File: src/shared/spim_pkg.sv
package spim_pkg;
  // register byte addresses
  localparam logic [7:0] ADDR_STATUS = 8'h00;
  localparam logic [7:0] ADDR_CTRL_B = 8'h04;
  localparam logic [7:0] ADDR_CTRL_C = 8'h08;
  localparam logic [7:0] ADDR_DATA   = 8'h0c;
  localparam logic [7:0] ADDR_BAUD   = 8'h10;
  // status bits
  localparam int RXC_BIT  = 7;
  localparam int TXC_BIT  = 6;
  localparam int UDRE_BIT = 5;
  // control b bits
  localparam int RXCIE_BIT = 7;
  localparam int TXCIE_BIT = 6;
  localparam int TX_BUFFER_EMPTY_IRQ_EN_BIT = 5;
  localparam int RXEN_BIT  = 4;
  localparam int TXEN_BIT  = 3;
  // control c bits
  localparam int MODE_HI  = 7;
  localparam int MODE_LO  = 6;
  localparam int ORDER_BIT = 2;
  localparam int PHASE_BIT = 1;
  localparam int POL_BIT   = 0;
  localparam logic [1:0] MODE_ASYNC = 2'h0;
  localparam logic [1:0] MODE_SYNC  = 2'h1;
  localparam logic [1:0] MODE_RSVD  = 2'h2;
  localparam logic [1:0] MODE_SPI   = 2'h3;
  localparam logic [7:0] CTRL_B_RESET = 8'h00;
  localparam logic [7:0] CTRL_C_RESET = 8'h06;
  localparam logic [7:0] CTRL_B_MASK  = 8'hf8;
  localparam logic [7:0] CTRL_C_MASK  = 8'hc7;
  localparam logic [11:0] BAUD_RESET  = 12'h000;
  localparam int BAUD_W = 12;
  // word and buffer geometry
  localparam int WORD_W   = 8;
  localparam logic [4:0] LAST_HALF = 5'h0f;
  localparam logic [1:0] RX_DEPTH = 2'h2;
  typedef enum logic [1:0] {
    ST_IDLE  = 2'b00,
    ST_SHIFT = 2'b01
  } eng_state_t;
endpackage : spim_pkg

File: src/logic/usart_master_spi_control.sv
// Implementation choices: the register offsets and the APB slave port.
`timescale 1ns/100ps
// Summary of operation
// receive-complete flag is high while unread received data waits
// disabling the receiver flushes the receive buffer, clearing receive-complete
// transmit-complete sets when a frame ends and the transmit buffer is empty
// transmit-complete clears on interrupt service or a one written to it
// buffer-empty flag is high whenever the transmit buffer can take data
// buffer-empty flag reads set right after reset
// software writes zeros to the reserved bits
// receive interrupt needs its enable, global enable and the flag
// transmit-complete interrupt needs its enable, global enable and the flag
// buffer-empty interrupt needs its enable, global enable and the flag
// receiver enable claims the serial input pin for receive data
// receive-only setting moves no data; transmitter makes the clock
// transmitter enable claims the serial output pin for transmit data
// transmitter disable waits until shift register and buffer are empty
// mode field selects mode; both bits one means master spi
// order, phase and polarity are taken in the mode-selecting write
// order bit one shifts lsb first, zero msb first
// phase bit picks leading or trailing clock edge for sampling
// polarity bit sets the idle level of the transfer clock
// a data register write starts a transfer that sends and receives
// frame, overrun and parity error bits read zero
// on receive overflow the newest byte is dropped
// eight bits per transfer, one input bit and clock pulse per bit
module usart_master_spi_control (
  input  wire logic        pclk,
  input  wire logic        presetn,
  input  wire logic        psel,
  input  wire logic        penable,
  input  wire logic        pwrite,
  input  wire logic [7:0]  paddr,
  input  wire logic [31:0] pwdata,
  output logic      [31:0] prdata,
  output logic             pready,
  output logic             pslverr,
  input  wire logic        global_irq_en,
  input  wire logic        txc_irq_ack,
  input  wire logic        serial_input_pin,
  output logic             serial_output_pin,
  output logic             serial_output_oe,
  output logic             serial_input_owned,
  output logic             transfer_clock_pin,
  output logic             irq_receive_complete,
  output logic             irq_transmit_complete,
  output logic             irq_tx_buffer_empty
);
  // registers
  logic [7:0]              ctrl_b_r;
  logic [7:0]              ctrl_c_r;
  logic [spim_pkg::BAUD_W-1:0] baud_r;
  logic [spim_pkg::BAUD_W-1:0] div_cnt_r;
  logic                    txc_r;
  logic [7:0]              tx_buf_r;
  logic                    tx_full_r;
  logic [7:0]              tx_sh_r;
  logic [7:0]              rx_sh_r;
  logic [7:0]              rx_mem_r [2];
  logic [1:0]              rx_cnt_r;
  logic [4:0]              half_r;
  spim_pkg::eng_state_t    state_r;
  logic                    sck_r;
  logic                    mosi_r;
  logic                    owned_r;
  logic                    rx_owned_r;
  logic                    in_meta_r;
  logic                    in_sync_r;
  logic [31:0]             prdata_r;
  logic                    pready_r;
  logic                    pslverr_r;
  logic                    pop_ok_r;
  logic                    irq_rx_r;
  logic                    irq_tx_r;
  logic                    irq_ud_r;

  // shift-out helpers honour the bit order
  function automatic logic first_bit(input logic [7:0] d, input logic lsb);
    first_bit = lsb ? d[0] : d[7];
  endfunction : first_bit

  function automatic logic [7:0] shift_out(input logic [7:0] d, input logic lsb);
    shift_out = lsb ? {1'b0, d[7:1]} : {d[6:0], 1'b0};
  endfunction : shift_out

  // bus decode
  wire acc       = psel & penable & pready_r;
  wire wr        = acc & pwrite;
  wire sel_stat  = paddr == spim_pkg::ADDR_STATUS;
  wire sel_b     = paddr == spim_pkg::ADDR_CTRL_B;
  wire sel_c     = paddr == spim_pkg::ADDR_CTRL_C;
  wire sel_data  = paddr == spim_pkg::ADDR_DATA;
  wire sel_baud  = paddr == spim_pkg::ADDR_BAUD;
  wire mapped    = sel_stat | sel_b | sel_c | sel_data | sel_baud;
  wire rxen      = ctrl_b_r[spim_pkg::RXEN_BIT];
  wire txen      = ctrl_b_r[spim_pkg::TXEN_BIT];
  wire lsb_first = ctrl_c_r[spim_pkg::ORDER_BIT];
  wire cpha      = ctrl_c_r[spim_pkg::PHASE_BIT];
  wire cpol      = ctrl_c_r[spim_pkg::POL_BIT];
  wire spi_mode  = ctrl_c_r[spim_pkg::MODE_HI:spim_pkg::MODE_LO] == spim_pkg::MODE_SPI;
  wire rxc       = rx_cnt_r != 2'h0;
  wire udre      = ~tx_full_r;                                      // see
  wire busy      = state_r == spim_pkg::ST_SHIFT;
  wire tick      = busy & (div_cnt_r == baud_r);
  wire leading   = ~half_r[0];
  wire last_half = half_r == spim_pkg::LAST_HALF;
  wire sample    = tick & (leading ^ cpha);
  wire drive     = tick & (leading ~^ cpha) & ~(last_half & ~cpha);
  wire finish    = tick & last_half;
  wire start     = spi_mode & tx_full_r & ~busy & owned_r;
  wire data_wr   = wr & sel_data & txen & ~tx_full_r;
  wire data_rd   = acc & ~pwrite & sel_data & pop_ok_r;
  wire [7:0] rx_next = lsb_first ? {in_sync_r, rx_sh_r[7:1]} : {rx_sh_r[6:0], in_sync_r};
  wire push      = finish & rxen & (rx_cnt_r != spim_pkg::RX_DEPTH);
  wire txc_set   = finish & ~tx_full_r;
  wire txc_clr   = txc_irq_ack | (wr & sel_stat & pwdata[spim_pkg::TXC_BIT]);
  wire [7:0] stat_rd = {rxc, txc_r, udre, 5'h00};
  wire [7:0] rd_byte = sel_stat ? stat_rd :
                       sel_b    ? ctrl_b_r :
                       sel_c    ? ctrl_c_r :
                       sel_data ? rx_mem_r[0] : 8'h00;
  wire [31:0] rd_word = sel_baud ? {20'h00000, baud_r} : {24'h000000, rd_byte};

  // apb answer one wait state after the access phase begins
  always_ff @(posedge pclk or negedge presetn) begin
    if (!presetn) begin
      pready_r  <= 1'b0;
      pslverr_r <= 1'b0;
      prdata_r  <= 32'h00000000;
      pop_ok_r  <= 1'b0;
    end else begin
      pready_r  <= psel & penable & ~pready_r;
      pslverr_r <= psel & penable & ~pready_r & ~mapped;
      pop_ok_r  <= rxc;
      if (psel & penable & ~pready_r) begin
        prdata_r <= pwrite ? 32'h00000000 : rd_word;
      end
    end
  end

  // control registers; one write takes mode and format together
  always_ff @(posedge pclk or negedge presetn) begin
    if (!presetn) begin
      ctrl_b_r <= spim_pkg::CTRL_B_RESET;
      ctrl_c_r <= spim_pkg::CTRL_C_RESET;
      baud_r   <= spim_pkg::BAUD_RESET;
    end else begin
      if (wr & sel_b) begin
        ctrl_b_r <= pwdata[7:0] & spim_pkg::CTRL_B_MASK;
      end
      if (wr & sel_c) begin
        ctrl_c_r <= pwdata[7:0] & spim_pkg::CTRL_C_MASK;
      end
      if (wr & sel_baud) begin
        baud_r <= pwdata[spim_pkg::BAUD_W-1:0];
      end
    end
  end

  // transmit-complete flag, set beats clear
  always_ff @(posedge pclk or negedge presetn) begin
    if (!presetn) begin
      txc_r <= 1'b0;
    end else begin
      txc_r <= txc_set | (txc_r & ~txc_clr); // see
    end
  end

  // transmit buffer
  always_ff @(posedge pclk or negedge presetn) begin
    if (!presetn) begin
      tx_full_r <= 1'b0;
      tx_buf_r  <= 8'h00;
    end else begin
      if (data_wr) begin
        tx_buf_r  <= pwdata[7:0];
        tx_full_r <= 1'b1;
      end else if (start) begin
        tx_full_r <= 1'b0;
      end
    end
  end

  // pin ownership; output held until all data left
  always_ff @(posedge pclk or negedge presetn) begin
    if (!presetn) begin
      owned_r    <= 1'b0;
      rx_owned_r <= 1'b0;
    end else begin
      owned_r    <= txen | busy | tx_full_r; // see
      rx_owned_r <= rxen;
    end
  end

  // input pin synchroniser
  always_ff @(posedge pclk or negedge presetn) begin
    if (!presetn) begin
      in_meta_r <= 1'b0;
      in_sync_r <= 1'b0;
    end else begin
      in_meta_r <= serial_input_pin;
      in_sync_r <= in_meta_r;
    end
  end

  // half-period divider
  always_ff @(posedge pclk or negedge presetn) begin
    if (!presetn) begin
      div_cnt_r <= '0;
    end else begin
      div_cnt_r <= (~busy | tick) ? '0 : div_cnt_r + 1'b1;
    end
  end

  // shift engine: sixteen clock edges per word
  always_ff @(posedge pclk or negedge presetn) begin
    if (!presetn) begin
      state_r <= spim_pkg::ST_IDLE;
      half_r  <= 5'h00;
      sck_r   <= 1'b0;
      mosi_r  <= 1'b1;
      tx_sh_r <= 8'h00;
      rx_sh_r <= 8'h00;
    end else begin
      case (state_r)
        spim_pkg::ST_IDLE: begin
          sck_r  <= cpol;
          half_r <= 5'h00;
          if (start) begin
            state_r <= spim_pkg::ST_SHIFT;
            if (!cpha) begin
              mosi_r  <= first_bit(tx_buf_r, lsb_first);
              tx_sh_r <= shift_out(tx_buf_r, lsb_first);
            end else begin
              tx_sh_r <= tx_buf_r;
            end
          end
        end
        spim_pkg::ST_SHIFT: begin
          if (tick) begin
            sck_r  <= ~sck_r;
            half_r <= half_r + 5'h01;
          end
          if (drive) begin
            mosi_r  <= first_bit(tx_sh_r, lsb_first);
            tx_sh_r <= shift_out(tx_sh_r, lsb_first);
          end
          if (sample) begin
            rx_sh_r <= rx_next;
          end
          if (finish) begin
            state_r <= spim_pkg::ST_IDLE;
          end
        end
        default: begin
          state_r <= spim_pkg::ST_IDLE;
        end
      endcase
    end
  end

  // received word: with phase set the last edge samples into the buffer directly
  wire [7:0] rx_word = cpha ? rx_next : rx_sh_r;

  // two-level receive buffer, flushed when receiver is off
  always_ff @(posedge pclk or negedge presetn) begin
    if (!presetn) begin
      rx_cnt_r    <= 2'h0;
      rx_mem_r[0] <= 8'h00;
      rx_mem_r[1] <= 8'h00;
    end else if (!rxen) begin
      rx_cnt_r <= 2'h0;
    end else begin
      case ({push, data_rd})
        2'b10: begin
          rx_mem_r[rx_cnt_r[0]] <= rx_word;
          rx_cnt_r <= rx_cnt_r + 2'h1;
        end
        2'b01: begin
          rx_mem_r[0] <= rx_mem_r[1];
          rx_cnt_r <= rx_cnt_r - 2'h1;
        end
        2'b11: begin
          rx_mem_r[0] <= (rx_cnt_r == 2'h1) ? rx_word : rx_mem_r[1];
          rx_mem_r[1] <= rx_word;
        end
        default: begin
          rx_cnt_r <= rx_cnt_r;
        end
      endcase
    end
  end

  // interrupt lines
  always_ff @(posedge pclk or negedge presetn) begin
    if (!presetn) begin
      irq_rx_r <= 1'b0;
      irq_tx_r <= 1'b0;
      irq_ud_r <= 1'b0;
    end else begin
      irq_rx_r <= ctrl_b_r[spim_pkg::RXCIE_BIT] & global_irq_en & rxc;
      irq_tx_r <= ctrl_b_r[spim_pkg::TXCIE_BIT] & global_irq_en & txc_r;
      irq_ud_r <= ctrl_b_r[spim_pkg::TX_BUFFER_EMPTY_IRQ_EN_BIT] & global_irq_en & udre;
    end
  end

  assign prdata                = prdata_r;
  assign pready                = pready_r;
  assign pslverr               = pslverr_r;
  assign serial_output_pin     = mosi_r;
  assign serial_output_oe      = owned_r;
  assign serial_input_owned    = rx_owned_r;
  assign transfer_clock_pin    = sck_r;
  assign irq_receive_complete  = irq_rx_r;
  assign irq_transmit_complete = irq_tx_r;
  assign irq_tx_buffer_empty   = irq_ud_r;

  // checks
  property p_rxc_irq;
    @(posedge pclk) disable iff (!presetn)
    irq_rx_r |-> $past(ctrl_b_r[spim_pkg::RXCIE_BIT] & global_irq_en & rxc);
  endproperty
  a_rxc_irq: assert property (p_rxc_irq) else $error("rx irq without cause");
  property p_txc_irq;
    @(posedge pclk) disable iff (!presetn)
    (ctrl_b_r[spim_pkg::TXCIE_BIT] & global_irq_en & txc_r) |=> irq_tx_r;
  endproperty
  a_txc_irq: assert property (p_txc_irq) else $error("tx irq missing");
  property p_ud_irq;
    @(posedge pclk) disable iff (!presetn)
    irq_ud_r |-> $past(udre);
  endproperty
  a_ud_irq: assert property (p_ud_irq) else $error("empty irq while full");
  property p_flush;
    @(posedge pclk) disable iff (!presetn)
    !rxen |=> !rxc;
  endproperty
  a_flush: assert property (p_flush) else $error("buffer not flushed");
  property p_txc_set;
    @(posedge pclk) disable iff (!presetn)
    (finish & ~tx_full_r) |=> txc_r;
  endproperty
  a_txc_set: assert property (p_txc_set) else $error("tx complete not set");
  property p_txc_clr;
    @(posedge pclk) disable iff (!presetn)
    (txc_r & txc_irq_ack & ~finish) |=> !txc_r;
  endproperty
  a_txc_clr: assert property (p_txc_clr) else $error("tx complete not cleared");
  property p_hold_pin;
    @(posedge pclk) disable iff (!presetn)
    (busy & ~txen) |=> serial_output_oe;
  endproperty
  a_hold_pin: assert property (p_hold_pin) else $error("output released early");
  property p_idle_clk;
    @(posedge pclk) disable iff (!presetn)
    (!busy && $past(!busy) && $stable(cpol)) |-> (sck_r == cpol);
  endproperty
  a_idle_clk: assert property (p_idle_clk) else $error("idle clock level wrong");
  property p_word_len;
    @(posedge pclk) disable iff (!presetn)
    $fell(busy) |-> (half_r == spim_pkg::LAST_HALF + 5'h01);
  endproperty
  a_word_len: assert property (p_word_len) else $error("word length wrong");
  property p_overflow;
    @(posedge pclk) disable iff (!presetn)
    (rx_cnt_r == spim_pkg::RX_DEPTH && finish && !data_rd) |=> $stable(rx_mem_r[0]) && $stable(rx_mem_r[1]);
  endproperty
  a_overflow: assert property (p_overflow) else $error("overflow kept newest");
endmodule : usart_master_spi_control

File: config.mk
export PLATFORM = sky130hd
export DESIGN_NAME = usart_master_spi_control
export DESIGN_NICKNAME = d
export VERILOG_FILES = /design/src/shared/spim_pkg.sv /design/src/logic/usart_master_spi_control.sv
export SDC_FILE = /design/constraint.sdc
export NUM_CORES = 1
export LEC_CHECK = 0
export ABC_AREA = 0
export BUFFER_PORTS_ARGS = -buffer_cell sky130_fd_sc_hd__buf_2
export CORE_MARGIN = 5
export CORE_UTILIZATION = 62
export DETAILED_ROUTE_END_ITERATION = 10
export HOLD_SLACK_MARGIN = 0.12
export PLACE_DENSITY = 0.95
export SYNTH_ARGS = -nofsm -noshare
export SYNTH_HDL_FRONTEND = slang
export SYNTH_SLANG_ARGS = --single-unit
File: constraint.sdc
create_clock -name pclk -period 3.2 [get_ports pclk]
set_input_delay 0.16 -clock pclk [delete_from_list [all_inputs] [get_ports pclk]]
set_output_delay 0.16 -clock pclk [all_outputs]
set_load 0.005 [all_outputs]
# After elaboration in Yosys (flattened, before gate mapping)
# Cells that the tools add are included.
[op_classes]
add_sub_neg = 4
order_cmp = 2
n_eq_ne = 19
mux = 38
bitwise = 57
n_reduce_logical = 15
[ops]
columns = ["op", "count"]
rows = [
  ["8-bit 2-to-1 mux", 13],
  ["12-bit 2-to-1 mux", 3],
  ["1-bit bitwise AND", 35],
  ["8-bit one-hot mux with 2 select lines", 2],
  ["8-bit one-hot mux with 3 select lines", 1],
  ["16-bit bitwise mux", 1],
  ["8-bit by 4-bit == test with 1-bit output, second input constant", 2],
  ["12-bit by 1-bit adder with 12-bit output, second input constant", 1],
  ["12-bit == test", 1],
  ["1-bit inverter", 10],
  ["5-bit one-hot mux with 2 select lines", 1],
  ["2-bit AND reduction", 5],
  ["1-bit bitwise OR", 9],
  ["8-bit demux with 1-bit select", 1],
  ["8-bit by 3-bit == test with 1-bit output, second input constant", 1],
  ["8-bit by 5-bit == test with 1-bit output, second input constant", 1],
  ["8-bit logical NOT", 1],
  ["1-bit 2-to-1 mux", 8],
  ["2-bit one-hot mux with 2 select lines", 2],
  ["2-bit nonzero test", 4],
  ["2-bit by 1-bit == test with 1-bit output, second input constant", 3],
  ["2-bit == test, second input constant", 3],
  ["2-bit 2-to-1 mux", 3],
  ["2-bit by 1-bit inequality test with 1-bit output, second input constant", 3],
  ["other kinds (18)", 21],
]
[totals]
ff_bits = 129
inputBits = 48
out_inout_bits = 41
elab_cells = 162

# Longest topological paths before layout
[logic_depth]
depth_word = 9
mapped_depth = 9

# Worst setup path after synthesis
# No wires, ideal clock.
[synth_path]
kind = "reg2reg"
start = "reg div_cnt_r[4] in the netlist's numbering"
end = "reg rx_sh_r[0]"
arrival_ps = 1987
required_time_ps = 3075
setup_slack_ps = 1088
stages_incl_launch_ff = 8
path_cell_list = "dfrtp_1 xor2_1 nor4_2 and3_1 buf_6 and4_4 buf_12 mux2_4"
[synth_via]
elab_chain_cells = 4
[synth_lines]
columns = ["element", "line_no", "rtl"]
rows = [
  ["start: declaration", "usart_master_spi_control.sv:53", "logic [spim_pkg::BAUD_W-1:0] div_cnt_r;"],
  ["start signal: assignment", "usart_master_spi_control.sv:211", "div_cnt_r <= (~busy | tick) ? '0 : div_cnt_r + 1'b1;"],
  ["12-bit == test", "usart_master_spi_control.sv:104", "wire tick = busy & (div_cnt_r == baud_r);"],
  ["1-bit bitwise AND", "usart_master_spi_control.sv:104", ""],
  ["1-bit bitwise AND", "usart_master_spi_control.sv:107", "wire sample = tick & (leading ^ cpha);"],
  ["2-bit AND reduction (no line)", "-", ""],
  ["end signal: assignment", "usart_master_spi_control.sv:249", "rx_sh_r <= rx_next;"],
  ["end: declaration", "usart_master_spi_control.sv:58", "logic [7:0] rx_sh_r;"],
]
# No other way between the ends.
# A chain may end at the register's enable or synchronous reset.

# Worst setup path after layout
[layout_path]
start = "reg rx_cnt_r[0]"
end = "reg rx_mem_r[9] in the netlist's numbering"
[layout_via]
elab_chain_cells = 7
elab_cells_between_ends = 17
cone_classes = "order compare: 2; eq/ne: 5; mux: 5; bitwise: 2; reduce/logical: 3"
[layout_lines]
columns = ["element", "line_no", "rtl"]
rows = [
  ["start: declaration", "usart_master_spi_control.sv:60", "logic [1:0] rx_cnt_r;"],
  ["start signal: assignment", "usart_master_spi_control.sv:277", "rx_cnt_r <= rx_cnt_r + 2'h1;"],
  ["start signal: assignment", "usart_master_spi_control.sv:281", "rx_cnt_r <= rx_cnt_r - 2'h1;"],
  ["start signal: assignment", "usart_master_spi_control.sv:288", "rx_cnt_r <= rx_cnt_r;"],
  ["1-bit inverter with 2-bit output (not written as such)", "usart_master_spi_control.sv:276", "rx_mem_r[rx_cnt_r[0]] <= rx_word;"],
  ["2-bit >= comparator (not written as such) or 2-bit by 1-bit less-than comparator with 1-bit output (tied branches)", "usart_master_spi_control.sv:276", ""],
  ["1-bit logical AND (not written as such)", "usart_master_spi_control.sv:276", ""],
  ["8-bit 2-to-1 mux (not written as such)", "usart_master_spi_control.sv:276", ""],
  ["8-bit demux with 1-bit select", "usart_master_spi_control.sv:276", ""],
  ["16-bit bitwise mux", "usart_master_spi_control.sv:276", ""],
  ["8-bit one-hot mux with 3 select lines", "usart_master_spi_control.sv:274", "case ({push, data_rd})"],
  ["end signal: indexed assignment", "usart_master_spi_control.sv:276", ""],
  ["end: declaration", "usart_master_spi_control.sv:59", "logic [7:0] rx_mem_r [2];"],
]
# Several ways; a longest one is shown, not always the timed one.

==> metrics <==
status completed; critical path's slowest cell dfrtp_1; worst slack, placed around 0.74 ns; Combinational Power Share approximately 5.0%; htree depth 3; drt total wl 14200 µm; PnR Total Power ~2.4 mW; RR Startpoint rx_cnt_r[0]; Yosys top cell area share around 45%; DRT iter0 DRCs between 300 and 400; flops & latches, synth 108; Final min period around 2.6 ns; R2R setup slack 0.61 ns; Syn Std Cell Area about 5800 µm²; total gr overflow 0; Net Sw Frac 24.3%; Max Fclk 0.387 GHz; DR pass1 iterations 5; Die ar. approximately 11000 µm²; # Max-Cap Violations 0; P_leak approximately 3.0 nW; Int Power 1.81 mW; Starting Density a little over three fifths; Post-CTS Hold Buffers 16; Synth Instances around 530; GPL Wtd Cong roughly 0.93; CP Buf/Inv Count 1; Crit path required time roughly 3.5 ns; share of layout cells above drive strength 1 between 20 and 25%; count of cell types in the netlist between 50 and 60; most common cell after layout, fill and taps aside dfrtp_1; final core occ between 60% and 70%; number of flops mapped to enable cells by yosys 0; RSZ-0062 raised after global routing no; vias in the first global route 4609; nets@finish around 640; NetSw 0.582 mW; post-DR wirelength/cell roughly 20 µm; most frequent cells in the layout 105 x dfrtp_1, 49 x mux2_2, 47 x buf_2; antenna violation net count after detailed routing 0; CTS Buf Count 9; part of the power in the clock network 37.7%; setup tns final 0 ns; Avg Cell Area, Syn about 11 µm²; Hold Path Class primary input to register; hold_sp paddr[4]; family with the most delay on the worst path simple AND/OR/NAND/NOR gates; worst skew pair latency between 0.3 and 0.4 ns; final hold violation count 0; peak supply drop approximately 0.24 mV; WS Path Type register to register; fraction of registers with async set/reset between 90% and 100%; post-CTS setup buffers 0; # diodes 0; Worst-path clk slew about 0.11 ns; detailed-route via count 4554; skew final approximately 0.017 ns; Area contributors post-synth dfrtp_1 45%, mux2_2 9.5%, mux2i_1 4.8%; Area Overhead vs Synth 10.3%; post-synthesis sequential area ratio a little under half; largest net degree at the start of global routing 46; Tot GR Track Use between 20% and 30%; # IOs a little under 90; CTS tree done; Port-buffer cells 48; Die Ht about 110 µm; CP startpoint kind register; first-pass GRT wire length between 20000 and 25000 µm; Crit path largest cell delay ~0.63 ns; Sequential Power Share around 57%; clock buffer depth 2; Top FF cell, synth dfrtp_1; area of the core slightly above 9000 µm²; crit path DAT 2.88 ns; Residual DRC 0; CTS Root Cell clkbuf_8; Yosys top cell by area dfrtp_1; pwr dens between 300 and 400 nW/µm²; Clock Sinks between 100 and 150; crit share post-route 80.8%; vias per inst roughly 6.5; Reg2Reg Capture Point rx_mem_r[9]; setup ws final between 0.6 and 0.7 ns; Detail Placement HPWL a little under 10000 µm; Worst Tran Pin Value 0.657 ns; CP Capture Type register; hold path cells 3; post_cts resized 0; Hold Path End pslverr; antenna violations before repair 0; Pins Over Slew Limit 0; CP max FO 16; Rows 35; die width between 100 and 150 µm; CP cell instances inv_1, ha_1, nand4b_1, nor2_1, nand4_1, and3b_1, a21oi_1; setup violators final 0; reg2reg path depth 7; Max transition margin 56.2%; Ys Warns 0
final cells by class:
cell class | count | area [µm²]
multi-input combinational | 379 | 2820
inverter | 18 | 67.6
clock buffer | 10 | 138
sequential | 108 | 2710
timing repair buffer | 72 | 463
fill | 598 | 2780
clock inverter | 6 | 77.6
tap | 111 | 139
metal layers:
layer	wire length, µm	GRT usage (%)
met1	5320	31.8
met5	0	0
met2	7060	42.0
met3	1290	5.18
met4	535	12.5
worst max-delay path by stage:
stage,start,endpoint,slack (ns),cells past startpoint
2_1_floorplan,div_cnt_r[4],rx_sh_r[0],1.09,7
5_1_grt,rx_cnt_r[0],rx_mem_r[10],0.50,7
3_5_place_dp,paddr[2],rx_mem_r[9],0.74,6
3_3_place_gp,paddr[2],rx_mem_r[10],0.88,6
6_report,rx_cnt_r[0],rx_mem_r[9],0.61,7
4_1_cts,rx_cnt_r[0],rx_mem_r[9],0.72,7
registers in the layout, indices dropped and copies added (netlist names), 2 cells and up:
signal / count
rx_mem_r: 16
baud_r: 12
div_cnt_r: 12
prdata: 12
rx_sh_r: 8
tx_buf_r: 8
tx_sh_r: 8
ctrl_b_r: 5
ctrl_c_r: 5
half_r: 5
rx_cnt_r: 2
metrics by stage:
step | hold slack (ns) | cells | cell area (µm²)
finish | 0.152 | 704 | 6410
global route | 0.148 | 704 | 6410
CTS | 0.138 | 704 | 6410
detailed placement | 0.192 | 672 | 6040
global placement | 0.179 | 672 | 6040
floorplan | -0.136 | 552 | 5890
synth_stat cells, types with 3 or more instances:
master	count
nor2_1	30
and4_1	3
buf_4	22
buf_2	4
clkbuf_1	17
nand4_1	8
xor2_1	17
and3b_1	8
ha_1	6
a31oi_1	3
mux4_2	3
inv_1	18
or3_1	4
a32oi_1	9
mux2i_1	28
and3_1	13
nor4_1	3
nand2_1	29
mux2_4	8
nand3_1	11
nand2b_1	4
nand4b_1	3
nor2b_1	7
a21oi_1	31
mux2_2	49
xnor2_1	8
a22oi_1	5
dfstp_2	3
nor3_1	13
o21ai_0	18
a211oi_1	15
nor4_2	4
dfrtp_1	105
power groups by stage:
| stage | Clock, mW | Combinational, mW | Sequential (mW) |
|---|---|---|---|
| 5_1_grt | 0.955 | 0.131 | 1.37 |
| 2_1_floorplan | 0 | 0.0559 | 1.40 |
| 4_1_cts | 0.914 | 0.117 | 1.37 |
| 3_3_place_gp | 0 | 0.0962 | 1.40 |
| 3_5_place_dp | 0 | 0.101 | 1.40 |
| 6_report | 0.903 | 0.119 | 1.37 |
worst register-to-register path, cell delays in order, from the launching register on:
cell and delay (ns):
dfrtp_1 0.63, inv_1 0.16, ha_1 0.26, nand4b_1 0.21
nor2_1 0.12, nand4_1 0.52, and3b_1 0.44, a21oi_1 0.15
cell families (layout without fill, tap and decap cells):
| logic type | count (synthesis) | count (layout) | share of synthesized area [%] |
|---|---|---|---|
| adders and majority gates | 6 | 6 | 1.29 |
| buffers and inverters | 65 | 106 | 6.11 |
| xor gates and xnor gates | 25 | 25 | 3.77 |
| DFF | 108 | 108 | 46.5 |
| other | 1 | 20 | 0.0645 |
| muxes | 88 | 88 | 17.5 |
| AOI/OAI and AO/OA | 89 | 89 | 9.86 |
| and+or+nand+nor | 151 | 151 | 14.8 |
Power figures use the tool's default switching activity.
